### src/shared/pif_pkg.sv
// constants for the peripheral interrupt enable and flag block
package pif_pkg;
  localparam int          PIF_ADR_W         = 8;
  localparam int          PIF_DAT_W         = 32;
  // register indices; byte address is four times the index
  localparam logic [5:0]  PIF_IDX_ENABLE_TWO  = 6'h11;
  localparam logic [5:0]  PIF_IDX_REQUEST_ONE = 6'h16;
  localparam logic [5:0]  PIF_IDX_MODE        = 6'h20;
  localparam logic [5:0]  PIF_IDX_PERIOD_ONE  = 6'h21;
  localparam logic [5:0]  PIF_IDX_PERIOD_THREE = 6'h22;
  // enable register fields
  localparam int          PIF_EN_SERIAL     = 7;
  localparam int          PIF_EN_COLLISION  = 6;
  localparam int          PIF_EN_CONVERTER  = 5;
  localparam int          PIF_EN_UNUSED     = 4;
  localparam int          PIF_EN_CAPTURE4   = 3;
  localparam int          PIF_EN_CAPTURE3   = 2;
  localparam int          PIF_EN_UART2_TX   = 1;
  localparam int          PIF_EN_UART2_RX   = 0;
  localparam logic [7:0]  PIF_EN_WMASK      = 8'hEF;
  localparam logic [7:0]  PIF_EN_RESET      = 8'h00;
  // request register fields
  localparam int          PIF_FL_PORT_B     = 7;
  localparam int          PIF_FL_TIMER3     = 6;
  localparam int          PIF_FL_TIMER2     = 5;
  localparam int          PIF_FL_TIMER1     = 4;
  localparam int          PIF_FL_CAPTURE2   = 3;
  localparam int          PIF_FL_CAPTURE1   = 2;
  localparam int          PIF_FL_UART1_TX   = 1;
  localparam int          PIF_FL_UART1_RX   = 0;
  localparam logic [7:0]  PIF_FL_WMASK      = 8'hFC;
  localparam logic [7:0]  PIF_FL_RESET      = 8'h00;
  // mode register fields
  localparam int          PIF_MD_CAPTURE1   = 0;
  localparam int          PIF_MD_WIDE       = 1;
  localparam logic [1:0]  PIF_MD_RESET      = 2'h0;
  localparam logic [15:0] PIF_PERIOD_RESET  = 16'hFFFF;
  localparam int          PIF_PORT_B_W      = 4;
endpackage

### src/core/pif_roll_det.sv
// detects a counter rolling over to zero from a limit value
`timescale 1ns/1ps
module pif_roll_det #(
  parameter int W = 16
) (
  input  wire logic         clk_i,
  input  wire logic         rst_i,
  input  wire logic [W-1:0] count_i,
  input  wire logic [W-1:0] limit_i,
  output logic              roll_o
);
  logic [W-1:0] prev_reg;

  always_ff @(posedge clk_i)
  begin
    if (rst_i)
      prev_reg <= '0;
    else
      prev_reg <= count_i;
  end

  // previous value equalled a nonzero limit and counter now reads zero
  assign roll_o = (prev_reg == limit_i) && (count_i == '0) && (prev_reg != '0);
endmodule // pif_roll_det

### src/core/pif_core.sv
// enable register two, request register one and their wishbone slave
`timescale 1ns/1ps
module pif_core
  import pif_pkg::*;
(
  input  wire logic                             clk_i,
  input  wire logic                             rst_i,
  input  wire logic                             wb_cyc_i,
  input  wire logic                             wb_stb_i,
  input  wire logic                             wb_we_i,
  input  wire logic [pif_pkg::PIF_ADR_W-1:0]    wb_adr_i,
  input  wire logic [3:0]                       wb_sel_i,
  input  wire logic [pif_pkg::PIF_DAT_W-1:0]    wb_dat_i,
  output logic      [pif_pkg::PIF_DAT_W-1:0]    wb_dat_o,
  output logic                                  wb_ack_o,
  input  wire logic [pif_pkg::PIF_PORT_B_W-1:0] port_b_pins_i,
  input  wire logic                             capture_one_event_i,
  input  wire logic                             capture_two_event_i,
  input  wire logic [7:0]                       timer_one_count_i,
  input  wire logic [7:0]                       timer_two_count_i,
  input  wire logic [15:0]                      timer_three_count_i,
  input  wire logic                             uart_one_tx_empty_i,
  input  wire logic                             uart_one_rx_full_i,
  input  wire logic                             global_irq_disable_i,
  input  wire logic [7:0]                       second_flags_i,
  output logic      [7:0]                       peripheral_request_one_o,
  output logic      [7:0]                       peripheral_enable_two_o,
  output logic      [7:0]                       second_irq_req_o,
  output logic                                  peripheral_irq_o
);
  import pif_pkg::*;

  logic [7:0]              peripheral_enable_two_reg;
  logic [7:0]              peripheral_request_one_reg;
  logic [1:0]              mode_reg;
  logic [7:0]              timer_one_period_reg;
  logic [7:0]              timer_two_period_reg;
  logic [15:0]             timer_three_period_reg;
  logic                    ack_reg;
  logic [PIF_DAT_W-1:0]    dat_reg;
  logic [7:0]              second_req_reg;
  logic                    irq_reg;
  logic [PIF_PORT_B_W-1:0] port_b_meta_reg;
  logic [PIF_PORT_B_W-1:0] port_b_sync_reg;
  logic [PIF_PORT_B_W-1:0] port_b_latch_reg;
  logic [7:0]              flag_set;
  logic [7:0]              request_next;
  logic                    req;
  logic                    wr_take;
  logic                    rd_take;
  logic [5:0]              idx;
  logic                    port_b_mismatch;
  logic                    capture_one_mode;
  logic                    wide_mode;
  logic                    timer_one_roll;
  logic                    timer_two_roll;
  logic                    timer_three_roll;
  logic [15:0]             timer_one_count;
  logic [15:0]             timer_one_limit;
  logic [15:0]             timer_three_limit;

  assign idx              = wb_adr_i[7:2];
  assign req              = wb_cyc_i && wb_stb_i;
  assign wr_take          = req && wb_we_i && ack_reg;
  assign rd_take          = req && !wb_we_i && ack_reg;
  assign capture_one_mode = mode_reg[PIF_MD_CAPTURE1];
  assign wide_mode        = mode_reg[PIF_MD_WIDE];

  // wishbone answer one cycle after the request
  always_ff @(posedge clk_i)
  begin
    if (rst_i)
      ack_reg <= 1'b0;
    else
      ack_reg <= req && !ack_reg;
  end

  // read data captured with the answer
  always_ff @(posedge clk_i)
  begin
    if (rst_i)
      dat_reg <= '0;
    else if (req && !ack_reg)
    begin
      if (idx == PIF_IDX_ENABLE_TWO)
        dat_reg <= {24'h000000, peripheral_enable_two_reg & PIF_EN_WMASK};
      else if (idx == PIF_IDX_REQUEST_ONE)
        dat_reg <= {24'h000000, peripheral_request_one_reg};
      else if (idx == PIF_IDX_MODE)
        dat_reg <= {30'h00000000, mode_reg};
      else if (idx == PIF_IDX_PERIOD_ONE)
        dat_reg <= {16'h0000, timer_two_period_reg, timer_one_period_reg};
      else if (idx == PIF_IDX_PERIOD_THREE)
        dat_reg <= {16'h0000, timer_three_period_reg};
      else
        dat_reg <= '0;
    end
  end

  // enable register two
  always_ff @(posedge clk_i)
  begin
    if (rst_i)
      peripheral_enable_two_reg <= PIF_EN_RESET;
    else if (wr_take && idx == PIF_IDX_ENABLE_TWO && wb_sel_i[0])
      peripheral_enable_two_reg <= wb_dat_i[7:0] & PIF_EN_WMASK;
  end

  // mode and period registers
  always_ff @(posedge clk_i)
  begin
    if (rst_i)
    begin
      mode_reg               <= PIF_MD_RESET;
      timer_one_period_reg   <= PIF_PERIOD_RESET[7:0];
      timer_two_period_reg   <= PIF_PERIOD_RESET[7:0];
      timer_three_period_reg <= PIF_PERIOD_RESET;
    end
    else if (wr_take)
    begin
      if (idx == PIF_IDX_MODE && wb_sel_i[0])
        mode_reg <= wb_dat_i[1:0];
      else if (idx == PIF_IDX_PERIOD_ONE)
      begin
        if (wb_sel_i[0])
          timer_one_period_reg <= wb_dat_i[7:0];
        if (wb_sel_i[1])
          timer_two_period_reg <= wb_dat_i[15:8];
      end
      else if (idx == PIF_IDX_PERIOD_THREE)
      begin
        if (wb_sel_i[0])
          timer_three_period_reg[7:0] <= wb_dat_i[7:0];
        if (wb_sel_i[1])
          timer_three_period_reg[15:8] <= wb_dat_i[15:8];
      end
    end
  end

  // port b pins synchronised, latched on each read of the request register
  always_ff @(posedge clk_i)
  begin
    if (rst_i)
    begin
      port_b_meta_reg <= '0;
      port_b_sync_reg <= '0;
    end
    else
    begin
      port_b_meta_reg <= port_b_pins_i;
      port_b_sync_reg <= port_b_meta_reg;
    end
  end

  always_ff @(posedge clk_i)
  begin
    if (rst_i)
      port_b_latch_reg <= '0;
    else if (rd_take && idx == PIF_IDX_REQUEST_ONE)
      port_b_latch_reg <= port_b_sync_reg;
  end

  assign port_b_mismatch = (port_b_sync_reg != port_b_latch_reg);

  // timer rollover detection
  assign timer_one_count   = wide_mode ? {timer_two_count_i, timer_one_count_i} : {8'h00, timer_one_count_i};
  assign timer_one_limit   = wide_mode ? {timer_two_period_reg, timer_one_period_reg} : {8'h00, timer_one_period_reg};
  assign timer_three_limit = capture_one_mode ? 16'hFFFF : timer_three_period_reg;

  pif_roll_det #(.W(16)) timer_one_det (
    .clk_i   (clk_i),
    .rst_i   (rst_i),
    .count_i (timer_one_count),
    .limit_i (timer_one_limit),
    .roll_o  (timer_one_roll)
  );

  pif_roll_det #(.W(8)) timer_two_det (
    .clk_i   (clk_i),
    .rst_i   (rst_i),
    .count_i (timer_two_count_i),
    .limit_i (timer_two_period_reg),
    .roll_o  (timer_two_roll)
  );

  pif_roll_det #(.W(16)) timer_three_det (
    .clk_i   (clk_i),
    .rst_i   (rst_i),
    .count_i (timer_three_count_i),
    .limit_i (timer_three_limit),
    .roll_o  (timer_three_roll)
  );

  // hardware set terms, independent of any enable
  always_comb
  begin
    flag_set                  = 8'h00;
    flag_set[PIF_FL_PORT_B]   = port_b_mismatch;
    flag_set[PIF_FL_TIMER3]   = timer_three_roll;
    flag_set[PIF_FL_TIMER2]   = timer_two_roll && !wide_mode;
    flag_set[PIF_FL_TIMER1]   = timer_one_roll;
    flag_set[PIF_FL_CAPTURE2] = capture_two_event_i;
    flag_set[PIF_FL_CAPTURE1] = capture_one_event_i;
  end

  // software write first, then hardware set wins
  always_comb
  begin
    request_next = peripheral_request_one_reg;
    if (wr_take && idx == PIF_IDX_REQUEST_ONE && wb_sel_i[0])
      request_next = (peripheral_request_one_reg & ~PIF_FL_WMASK) | (wb_dat_i[7:0] & PIF_FL_WMASK);
    request_next                  = request_next | flag_set;
    request_next[PIF_FL_UART1_TX] = uart_one_tx_empty_i;
    request_next[PIF_FL_UART1_RX] = uart_one_rx_full_i;
  end

  always_ff @(posedge clk_i)
  begin
    if (rst_i)
      peripheral_request_one_reg <= PIF_FL_RESET;
    else
      peripheral_request_one_reg <= request_next;
  end

  // second group gated by enable register two
  always_ff @(posedge clk_i)
  begin
    if (rst_i)
      second_req_reg <= 8'h00;
    else
      second_req_reg <= second_flags_i & peripheral_enable_two_reg;
  end

  always_ff @(posedge clk_i)
  begin
    if (rst_i)
      irq_reg <= 1'b0;
    else
      irq_reg <= !global_irq_disable_i && (|(second_flags_i & peripheral_enable_two_reg));
  end

  assign wb_ack_o                 = ack_reg;
  assign wb_dat_o                 = dat_reg;
  assign peripheral_request_one_o = peripheral_request_one_reg;
  assign peripheral_enable_two_o  = peripheral_enable_two_reg;
  assign second_irq_req_o         = second_req_reg;
  assign peripheral_irq_o         = irq_reg;

  // checks
  serial_gate_a:
  assert property (@(posedge clk_i) disable iff (rst_i)
    ##1 second_irq_req_o[PIF_EN_SERIAL] == ($past(second_flags_i[PIF_EN_SERIAL])
      && $past(peripheral_enable_two_reg[PIF_EN_SERIAL])))
    else $error("serial port request not gated by its enable");

  collision_gate_a:
  assert property (@(posedge clk_i) disable iff (rst_i)
    (second_flags_i[PIF_EN_COLLISION] && !peripheral_enable_two_reg[PIF_EN_COLLISION])
      |=> !second_irq_req_o[PIF_EN_COLLISION])
    else $error("bus collision request passed while disabled");

  converter_gate_a:
  assert property (@(posedge clk_i) disable iff (rst_i)
    (second_flags_i[PIF_EN_CONVERTER] && peripheral_enable_two_reg[PIF_EN_CONVERTER])
      |=> second_irq_req_o[PIF_EN_CONVERTER])
    else $error("converter request lost while enabled");

  unused_bit_a:
  assert property (@(posedge clk_i) disable iff (rst_i)
    !peripheral_enable_two_reg[PIF_EN_UNUSED] && !second_irq_req_o[PIF_EN_UNUSED])
    else $error("unimplemented enable bit became set");

  capture_gate_a:
  assert property (@(posedge clk_i) disable iff (rst_i)
    ##1 second_irq_req_o[PIF_EN_CAPTURE4:PIF_EN_CAPTURE3] ==
      ($past(second_flags_i[PIF_EN_CAPTURE4:PIF_EN_CAPTURE3])
      & $past(peripheral_enable_two_reg[PIF_EN_CAPTURE4:PIF_EN_CAPTURE3])))
    else $error("capture three or four request gating wrong");

  uart_tx_gate_a:
  assert property (@(posedge clk_i) disable iff (rst_i)
    !peripheral_enable_two_reg[PIF_EN_UART2_TX] |=> !second_irq_req_o[PIF_EN_UART2_TX])
    else $error("uart two transmit request passed while disabled");

  uart_rx_gate_a:
  assert property (@(posedge clk_i) disable iff (rst_i)
    (second_flags_i[PIF_EN_UART2_RX] && peripheral_enable_two_reg[PIF_EN_UART2_RX])
      |=> second_irq_req_o[PIF_EN_UART2_RX])
    else $error("uart two receive request lost while enabled");

  capture_set_a:
  assert property (@(posedge clk_i) disable iff (rst_i)
    capture_one_event_i |=> peripheral_request_one_reg[PIF_FL_CAPTURE1])
    else $error("capture one event did not set its flag");

  timer_one_set_a:
  assert property (@(posedge clk_i) disable iff (rst_i)
    (!wide_mode && timer_one_period_reg != 8'h00 && timer_one_count_i == timer_one_period_reg
      ##1 timer_one_count_i == 8'h00 && !wide_mode && $stable(timer_one_period_reg))
      |=> peripheral_request_one_reg[PIF_FL_TIMER1])
    else $error("timer one rollover from period did not set its flag");

  overflow_set_a:
  assert property (@(posedge clk_i) disable iff (rst_i)
    (capture_one_mode && timer_three_count_i == 16'hFFFF
      ##1 capture_one_mode && timer_three_count_i == 16'h0000)
      |=> peripheral_request_one_reg[PIF_FL_TIMER3])
    else $error("timer three overflow did not set its flag");

  timer_three_quiet_a:
  assert property (@(posedge clk_i) disable iff (rst_i)
    (!$past(peripheral_request_one_reg[PIF_FL_TIMER3]) && peripheral_request_one_reg[PIF_FL_TIMER3]
      && !$past(wr_take)) |-> $past(timer_three_count_i == 16'h0000))
    else $error("timer three flag rose without a rollover");

  port_b_hold_a:
  assert property (@(posedge clk_i) disable iff (rst_i)
    port_b_mismatch |=> peripheral_request_one_reg[PIF_FL_PORT_B])
    else $error("port b flag clear while mismatch stands");

  ack_pulse_a:
  assert property (@(posedge clk_i) disable iff (rst_i)
    wb_ack_o |=> !wb_ack_o)
    else $error("ack held longer than one cycle");

  global_mask_a:
  assert property (@(posedge clk_i) disable iff (rst_i)
    global_irq_disable_i |=> !peripheral_irq_o)
    else $error("peripheral interrupt raised under global disable");

  wide_pair_a:
  assert property (@(posedge clk_i) disable iff (rst_i)
    (wide_mode && !wr_take && !peripheral_request_one_reg[PIF_FL_TIMER2])
      |=> !peripheral_request_one_reg[PIF_FL_TIMER2])
    else $error("timer two flag set while timers run as a pair");

  enabled_irq_c: cover property (@(posedge clk_i) disable iff (rst_i) peripheral_irq_o);
  port_b_c: cover property (@(posedge clk_i) disable iff (rst_i) flag_set[PIF_FL_PORT_B] && wr_take);
  timer_three_c: cover property (@(posedge clk_i) disable iff (rst_i) timer_three_roll && capture_one_mode);
  flag_write_c: cover property (@(posedge clk_i) disable iff (rst_i) wr_take && idx == PIF_IDX_REQUEST_ONE);
  wide_roll_c: cover property (@(posedge clk_i) disable iff (rst_i) timer_one_roll && wide_mode);
endmodule // pif_core

### config.mk
export PLATFORM = sky130hd
export DESIGN_NAME = pif_core
export DESIGN_NICKNAME = d
export VERILOG_FILES = /design/src/shared/pif_pkg.sv /design/src/core/pif_roll_det.sv /design/src/core/pif_core.sv
export SDC_FILE = /design/constraint.sdc
export NUM_CORES = 1
export LEC_CHECK = 0
export BUFFER_PORTS_ARGS = -buffer_cell sky130_fd_sc_hd__buf_2
export CORE_MARGIN = 2
export CORE_UTILIZATION = 45
export CTS_CLUSTER_SIZE = 8
export DETAILED_ROUTE_END_ITERATION = 10
export HOLD_SLACK_MARGIN = 0.08
export PLACE_DENSITY_LB_ADDON = 0.3
export RECOVER_POWER = 100
export SYNTH_ARGS = -nofsm -noshare
export SYNTH_HDL_FRONTEND = slang
export SYNTH_SLANG_ARGS = --single-unit
### constraint.sdc
create_clock -name clk_i -period 4.5 [get_ports clk_i]
set_input_delay 0.675 -clock clk_i [delete_from_list [all_inputs] [get_ports clk_i]]
set_output_delay 0.675 -clock clk_i [all_outputs]
set_load 0.005 [all_outputs]
Word-level counts from Yosys, hierarchy flattened
Cells that the tools add are included.

storage, ports and cells
  output and inout bits = 58
  flip-flop bits (word level) = 143
  bits in latches = 0
  input bits = 98
  memories = 0
  memory bits (read-only) = 0
  bits in writable memories = 0
  word-level logic and storage cells = 76

cells by class
  add/sub/neg operators = 0
  eq/ne operators = 9
  reduce and logical (&&, ||, !) cells = 36
  bitwise operators = 5
  divide/modulo/power cells = 0
  multipliers = 0
  multiplexer cells = 9
  $lt $le $gt $ge = 0
  shift operators = 0

operators with widths
  kind                                            count
  two-way mux 16 bit                              8
  == test 16 bit                                  2
  logical NOT 16 bit                              2
  nonzero test 16 bit                             2
  logical AND 1 bit                               20
  == test 6 bit (second input constant)           3
  == test 6 x 5 -> 1 bit (second input constant)  2
  AND reduction 5 bit                             2
  AND 8 bit                                       1
  == test 8 bit                                   1
  logical NOT 8 bit                               1
  two-way mux 8 bit                               1
  OR 2 x 8 -> 8 bit                               1
  OR 8 bit                                        1
  AND reduction 4 bit                             2
  nonzero test 8 bit                              1
  OR reduction 8 bit                              1
  logical NOT 1 bit                               4
  != test 4 bit                                   1
  NOT 1 bit                                       2
  AND reduction 2 bit                             1

Logic depth before layout (Yosys ltp)
Gate-level depths: netlist (run 1).

  depth after elaboration = 7
  depth in mapped cells = 8
  gate-level depth less buffers = 5

Cells and area by module
From an unflattened synthesis (run 1), not the netlist that was laid out.

second synthesis, totals
  cell total of the unflattened synthesis = 594
  area total of the unflattened synthesis = 5565.3 µm²

modules (own cells, without submodules)
  module                            instances  sequential area each (µm²)  area each (µm²)  cells an instance
  pif_core                          1          1721.7                      3813.7           431
  pif_roll_det (timer_one_det ...)  2          320.3                       706.9            65
  pif_roll_det (timer_two_det)      1          160.2                       337.8            33

Worst setup path before layout (run 1)
Ideal clock, no wire load.

  kind = input -> register
  from = input wb_adr_i[6] in the netlist's numbering
  to = register timer_three_period_reg[0]
  stages = 5
  arrival = 2110 ps
  library setup time = 120 ps
  path slack = 2270 ps
  path buffers = 1
  data required time = 4380 ps
  cell sequence = or4b_4 > buf_6 > nor3b_4 > nand2_2 > a211o_1

on the way
  word-level cells in the longest chain between the ends = 4
  elaborated cells on any way between the ends = 7
  those cells by class = 3 x eq/ne; 2 x bitwise; 2 x reduce/logical

ends and longest elaborated chain
  element                          RTL line         source
  start: declaration               pif_core.sv:11   input wire logic [pif_pkg::PIF_ADR_W-1:0] wb_adr_i,
  == test 6 bit                    pif_core.sv:121  if (idx == PIF_IDX_MODE && wb_sel_i[0])
  logical AND 1 bit                pif_core.sv:121
  NOT 1 bit (no line)              n/a
  AND reduction 5 bit (no line) *  n/a
  end signal: assignment           pif_core.sv:133  timer_three_period_reg[7:0] <= wb_dat_i[7:0];
  end: declaration                 pif_core.sv:38   logic [15:0] timer_three_period_reg;

Every way passes the cells marked *; elsewhere a longest branch is shown, timed or not.
A chain may end at the register's enable or synchronous reset.

==> out/metrics.yaml, run 1 <==
run_status:
  status: "complete, but fails checks"
  violations: "capacitance limit, slew limit"
finish:
  finalNonFillerCells: 895
  antennaDiodeCount: 0
  final_core_util: 0.555
  area_delta_synth_final_pct: 19.7
  nets: 812
  drive_above_1_share: 0.187
synth:
  syn_inst: 612
  yosys_warnings: 0
  synth_edf_count: 0
  synthDistinctLibCells: 58
  syn-mean-instance-area_um2: 9.18
  synth_top_flop_cell: "dfxtp_1"
  synthArstFlopShare: 0
  synthTopCellsByCount: "dfxtp_1 (126), nand2_1 (60), nor2b_1 (46)"
  yosysSeqAreaShare: 0.449
  netlist.area_leader.share: 0.449
  ys_top_cells_by_area: "dfxtp_1 (45%), nor2b_1 (5.1%), nand2_1 (4.0%)"
  synth_largest_area_cell: "dfxtp_1"
  synth.cell_area_um2: 5620
  synth-seq-cells: 126
  synth.most_common_cell: "dfxtp_1"
clock_tree:
  clock_sinks: 126
  cts.root.buffer_cell: "clkbuf_16"
  cts_made_buffers: 17
  ctsResizeCount: 0
  clock_latency_ps: 410
  cts_buffer_depth: 2
  path_clk_slew_ps: 60
  h-tree-depth: 4
  post_cts_buffers: 0
  cts_tree: "yes"
  hold_buffers: 0
critical_path:
  worst-path-buf-inv: 2
  worst_setup_path_end_kind: "flip-flop"
  arrival_ps: 3280
  startpoint_type: "input pin"
  cp_max_fo: 64
  max_stage_delay_ps: 1540
  cp_num_cells: 4
  reg2regPathDepth: 5
  critPathTopFamily: "buffers and inverters"
  path_cells: "clkbuf_1 > buf_4 > or2_2 > a41oi_1"
  path_class: "in2reg"
  r2r_start: "mode_reg[0]"
  r2r_slack_ps: 2410
  crit_required_ps: 4780
  rr_endpoint: "peripheral_request_one_o[6]"
  critPathSlowestCell: "clkbuf_1"
timing:
  drv_slew: 58
  finClkSkew_ps: 7.81
  slew_headroom: -0.464
  setup_viol: 0
  finalCriticalPeriod_ps: 3000
  fmax_mhz: 333
  rsz0062_at_grt: "no"
  tightestPinTransition_ps: 2200
  hold_viol_final: 0
  fin_crit_sh: 0.666
  tns_ps: 0
detailed_routing:
  drc: 0
  avgViaCountPerCell: 5.40
  final_antenna_net_count: 0
  drt_wl_total_um: 14800
  vias: 4829
  dr.pass1.iters: 5
  wl_per_cell_um: 16.6
  drtIter0Drc: 270
global_route:
  grtUsageTotal: 0.225
  grt_antenna_before_repair: 0
  grt_max_degree: 65
  grt_pass1_vias: 4698
  grt-ovfl-total: 0
  grt_pass1_wl_um: 23400
floorplan:
  fp-row-count: 40
  ioPinCount: 156
  fp.dieH_um: 116
  coreArea_um2: 12100
  chipWidth_um: 116
  die_area_um2: 13400
  initial_utilization: 0.464
run:
  drv_cap: 1
power_and_ir_drop:
  power.leakage_uw: 0.00273
  ir_drop_v: 0.000223
  cellPowerDensity_nw_per_um2: 394
placed_design:
  hpwl_um: 10800
  dp.cells: 863
  io_buffers: 116
  place_congestion: 0.874
hold_path:
  hold_depth: 1
  hold_class: "reg2reg"
  hold_path_startpoint: "port_b_meta_reg[0]"
  holdPathEnd: "port_b_sync_reg[0]"
power breakdown:
group	internal [uW]	switching, uW
Combinational	70.5	80.3
Sequential	1140	22.9
Clock	830	505
Total	2040	608
cells in the final DEF (no fill, tap or decap), types with 6 or more instances in the layout:
cell type / instances
a31oi_1: 7
conb_1: 18
nor2b_1: 46
and3_1: 13
nor2_1: 40
clkbuf_16: 17
a22oi_1: 12
xor2_1: 18
nor4_1: 20
nand3b_1: 15
mux2i_1: 15
a21oi_1: 20
a211oi_1: 6
a211o_1: 15
nand2_1: 60
clkbuf_1: 31
xnor2_1: 11
and2_0: 6
buf_2: 86
nand3_1: 19
a2bb2oi_1: 10
dfxtp_1: 126
nor3_1: 15
worst reg2reg max path: cells and delay by family, from the launching register on:
kind | cells | cell delay [ps]
and+or+nand+nor | 2 | 710
AOI/OAI and AO/OA | 3 | 430
DFF | 1 | 860
logic make-up after synthesis:
group           after synthesis  synth area share
compound gates              113             0.152
xor+xnor                     29            0.0452
buf+inv                      58            0.0584
flops                       126             0.449
mux                          15            0.0267
other cells                   1          0.000668
simple gates                270             0.268
cell type report:
cell class / count / area [um^2]
timing repair buffer: 119 / 566
fill: 1173 / 5390
multi-input combinational: 445 / 2830
clock inverter: 13 / 140
inverter: 5 / 18.8
tap: 168 / 210
sequential: 126 / 2520
clock buffer: 19 / 443
per-layer routing:
layer / up-vias / wire length [um] / track usage
met5: - / 0 / 0
met4: 0 / 192 / 0.0817
met3: 19 / 933 / 0.0528
met2: 176 / 6980 / 0.375
met1: 2270 / 6730 / 0.287
li1: 2364 / - / -
through the flow:
| step | total power (uW) | hold WS (ps) | area, um^2 | setup WS [ps] |
|---|---|---|---|---|
| global placement | 1330 | 422 | 6190 | 1530 |
| global route | 2730 | 459 | 6730 | 1240 |
| floorplan | 1280 | 414 | 5680 | 2270 |
| finish | 2650 | 435 | 6730 | 1500 |
| detailed placement | 1340 | 424 | 6190 | 1520 |
| CTS | 2660 | 438 | 6770 | 1940 |
worst max path at each step:
stage | start | to | slack [ps]
3_5_place_dp | wb_adr_i[6] | timer_two_period_reg[1] | 1520
6_report | rst_i | peripheral_irq_o | 1500
4_1_cts | wb_adr_i[6] | timer_two_period_reg[1] | 1940
2_1_floorplan | wb_adr_i[6] | timer_three_period_reg[0] | 2270
5_1_grt | rst_i | peripheral_irq_o | 1240
3_3_place_gp | wb_adr_i[6] | timer_two_period_reg[1] | 1530
Note: power is estimated with default switching activity, not from simulation.
==> run 2, diff against run 1 <==
--- a/config.mk
+++ b/config.mk
@@ -5,6 +5,7 @@
 export SDC_FILE = /design/constraint.sdc
 export NUM_CORES = 1
 export LEC_CHECK = 0
+export ABC_AREA = 1
 export BUFFER_PORTS_ARGS = -buffer_cell sky130_fd_sc_hd__buf_2
 export CORE_MARGIN = 2
 export CORE_UTILIZATION = 45
==> constraint.sdc (replaced) <==
create_clock -name clk_i -period 2.9 [get_ports clk_i]
set_input_delay 0.435 -clock clk_i [delete_from_list [all_inputs] [get_ports clk_i]]
set_output_delay 0.435 -clock clk_i [all_outputs]
set_load 0.005 [all_outputs]
==> out/metrics.yaml, run 2 <==
hold_path:
  hold_path_startpoint: "global_irq_disable_i"  # was port_b_meta_reg[0]
  hold_class: "in2reg"  # was reg2reg
global_route:
  grt_pass1_wl_um: 22700  # was 23,400 um
  grt-ovfl-total: 0  # unchanged
  grt_pass1_vias: 4778  # was 4,698
  grt_antenna_before_repair: 1  # was 0
  grtUsageTotal: 0.219  # was 0.225
  grt_max_degree: 82  # was 65
placed_design:
  place_congestion: 0.879  # was 0.874
  io_buffers: 116  # unchanged
  post_dp_cell_area_um2: 6340  # was 6190 um^2
  hpwl_um: 10600  # was 10,800 um
  pre_cts_slack_ps: 984  # was 1520 ps
finish:
  area_delta_synth_final_pct: 19.9  # was 19.7%
  mostFrequentLayoutCell: "nand2_1"  # was dfxtp_1
  layout_common_cells: "nand2_1 (208), nor2_1 (134), dfxtp_1 (126), inv_1 (113), buf_2 (84)"  # was dfxtp_1 (126), buf_2 (86), nand2_1 (60), nor2b_1 (46), nor2_1 (40)
  finalInstanceArea_um2: 6830  # was 6730 um^2
  drive_above_1_share: 0.129  # was 0.187
  nets: 1032  # was 812
  fillers: 1258  # was 1,173
clock_tree:
  cts_buffer_depth: 2  # unchanged
  h-tree-depth: 4  # unchanged
  clock_latency_ps: 420  # was 410 ps
  cts.root.buffer_cell: "clkbuf_16"  # unchanged
  post_cts_buffers: 0  # unchanged
  cts_made_buffers: 17  # unchanged
  clock_sinks: 126  # unchanged
  hold_buffers: 0  # unchanged
  ctsResizeCount: 0  # unchanged
  cts_tree: "yes"  # unchanged
  path_clk_slew_ps: 50  # was 60 ps
power_and_ir_drop:
  ir_drop_v: 0.000365  # was 0.000223 V
  power.leakage_uw: 0.00349  # was 0.00273 uW
  cellPowerDensity_nw_per_um2: 591  # was 394 nW/um^2
synth:
  synthDistinctLibCells: 32  # was 58
  synth_largest_area_cell: "dfxtp_1"  # unchanged
  ys_top_cells_by_area: "dfxtp_1 (44%), nand2_1 (14%), nor2_1 (8.8%)"  # was dfxtp_1 (45%), nor2b_1 (5.1%), nand2_1 (4.0%)
  synth-seq-cells: 126  # unchanged
  synth.most_common_cell: "nand2_1"  # was dfxtp_1
  netlist.area_leader.share: 0.443  # was 0.449
  synth_edf_count: 0  # unchanged
  synthTopCellsByCount: "nand2_1 (206), nor2_1 (133), dfxtp_1 (126)"  # was dfxtp_1 (126), nand2_1 (60), nor2b_1 (46)
  syn-mean-instance-area_um2: 6.95  # was 9.18 um^2
  yosys_warnings: 0  # unchanged
  synthArstFlopShare: 0  # unchanged
  synth_top_flop_cell: "dfxtp_1"  # unchanged
  syn_inst: 820  # was 612
  yosysSeqAreaShare: 0.443  # was 0.449
  synth.cell_area_um2: 5700  # was 5620 um^2
critical_path:
  path_class: "in2reg"  # unchanged
  path_cells: "clkbuf_1 > inv_1 > nand2_1 > nor3_1 > nand2_4 > inv_1 > nand2_1 > o21ai_0 > a21oi_1"  # was clkbuf_1 > buf_4 > or2_2 > a41oi_1
  crit_path_start: "wb_adr_i[2]"  # was rst_i
  crit_required_ps: 3120  # was 4780 ps
  r2r_start: "mode_reg[1]"  # was mode_reg[0]
  critPathSlowestCell: "nor3_1"  # was clkbuf_1
  max_stage_delay_ps: 960  # was 1540 ps
  arrival_ps: 2350  # was 3280 ps
  worst_setup_path_end_kind: "flip-flop"  # unchanged
  cp_max_fo: 9  # was 64
  startpoint_type: "input pin"  # unchanged
  worst-path-buf-inv: 3  # was 2
  critPathTopFamily: "simple AND/OR/NAND/NOR gates"  # was buffers and inverters
timing:
  fin_crit_sh: 0.733
  slew_headroom: -0.0744  # was -0.464
  fmax_mhz: 470
  fin_ws_ps: 774  # was 1500 ps
  rsz0062_at_grt: "no"  # unchanged
  finalCriticalPeriod_ps: 2130
  finClkSkew_ps: 10.3  # was 7.81 ps
  drv_slew: 82  # was 58
  tns_ps: 0  # unchanged
  hold_viol_final: 0  # unchanged
  tightestPinTransition_ps: 1610  # was 2200 ps
  setup_viol: 0  # unchanged
floorplan:
  fp-row-count: 41  # was 40
  initial_utilization: 0.457  # was 0.464
  coreArea_um2: 12500  # was 12,100 um^2
  fp.dieH_um: 117  # was 116 um
  ioPinCount: 156  # unchanged
  chipWidth_um: 117  # was 116 um
  die_area_um2: 13600  # was 13,400 um^2
run_status:
  status: "complete, but fails checks"  # unchanged
  violations: "capacitance limit, slew limit"  # unchanged
detailed_routing:
  vias: 5274  # was 4,829
  drc: 0  # unchanged
  drtIter0Drc: 350  # was 270
  wl_per_cell_um: 12.9  # was 16.6 um
  final_antenna_net_count: 0  # unchanged
  drt_wl_total_um: 14500  # was 14,800 um
  avgViaCountPerCell: 4.71  # was 5.40
  dr.pass1.iters: 5  # unchanged
run:
  drv_cap: 1  # unchanged
## run 2: cell types whose count changed in the layout (fill, tap and decap cells not counted), sizes merged, moves of 14 or more
cell / before / now
a211o: 15 / 0
a21oi: 20 / 37
a22oi: 14 / 0
and3: 18 / 0
inv: 7 / 114
mux2i: 15 / 0
nand2: 61 / 211
nand3b: 15 / 1
nor2: 40 / 135
nor2b: 46 / 0
nor4: 20 / 0
o211ai: 4 / 33
o21ai: 5 / 29
## run 2: cell type report
cell class                 count  area [um^2]  area share
antenna                        1         2.50    0.000366
clock buffer                  26          509      0.0745
tap                          172          215      0.0315
inverter                     118          444      0.0650
clock inverter                 5         55.1     0.00806
multi-input combinational    550         2510       0.368
timing repair buffer         121          572      0.0837
sequential                   126         2520       0.369
## run 2: metal layers
metal | track usage | routed length (um) | vias up | share of wire
met2 | 0.346 | 6550 | 174 | 0.45
met5 | 0 | 0 | - | 0
met1 | 0.292 | 6760 | 2313 | 0.47
met3 | 0.0426 | 840 | 19 | 0.058
li1 | - | - | 2768 | -
met4 | 0.0937 | 312 | 0 | 0.022
## run 2: worst paths after layout
| path | end | slack, ps | cells past startpoint |
|---|---|---|---|
| min | peripheral_irq_o | 190 | 2 |
| max reg2reg | peripheral_request_one_o[5] | 1130 | 7 |
| min reg2reg | port_b_sync_reg[1] | 400 | 2 |
| max | peripheral_request_one_o[5] | 770 | 9 |
## run 2: kinds of logic (layout without fill, tap and decap cells)
kind of cell | count (synthesis) | in the layout | share of synthesized area
and+or+nand+nor | 399 | 399 | 0.287
AOI/OAI and AO/OA | 119 | 119 | 0.126
other | 1 | 19 | 0.000658
xor gates and xnor gates | 14 | 14 | 0.0215
buffers and inverters | 161 | 270 | 0.122
DFF | 126 | 126 | 0.443
## run 2: where the power goes
| group | total, uW | leakage [uW] | internal (uW) | switching [uW] |
|---|---|---|---|---|
| registers | 1790 | 0.00103 | 1770 | 25.2 |
| logic | 234 | 0.00219 | 90.7 | 143 |
| clock network | 2010 | 0.000272 | 1280 | 725 |
## run 2: per-stage QoR
step | hold WS (ps) | std cells | power, uW | util
after global placement | 391 | 1087 | 2060 | 0.509
after floorplan | 388 | 837 | 1980 | -
after global routing | 189 | 1119 | 4170 | 0.548
after CTS | 176 | 1118 | 4060 | 0.554
after detailed placement | 392 | 1087 | 2070 | 0.509
final | 190 | 1119 | 4040 | 0.548
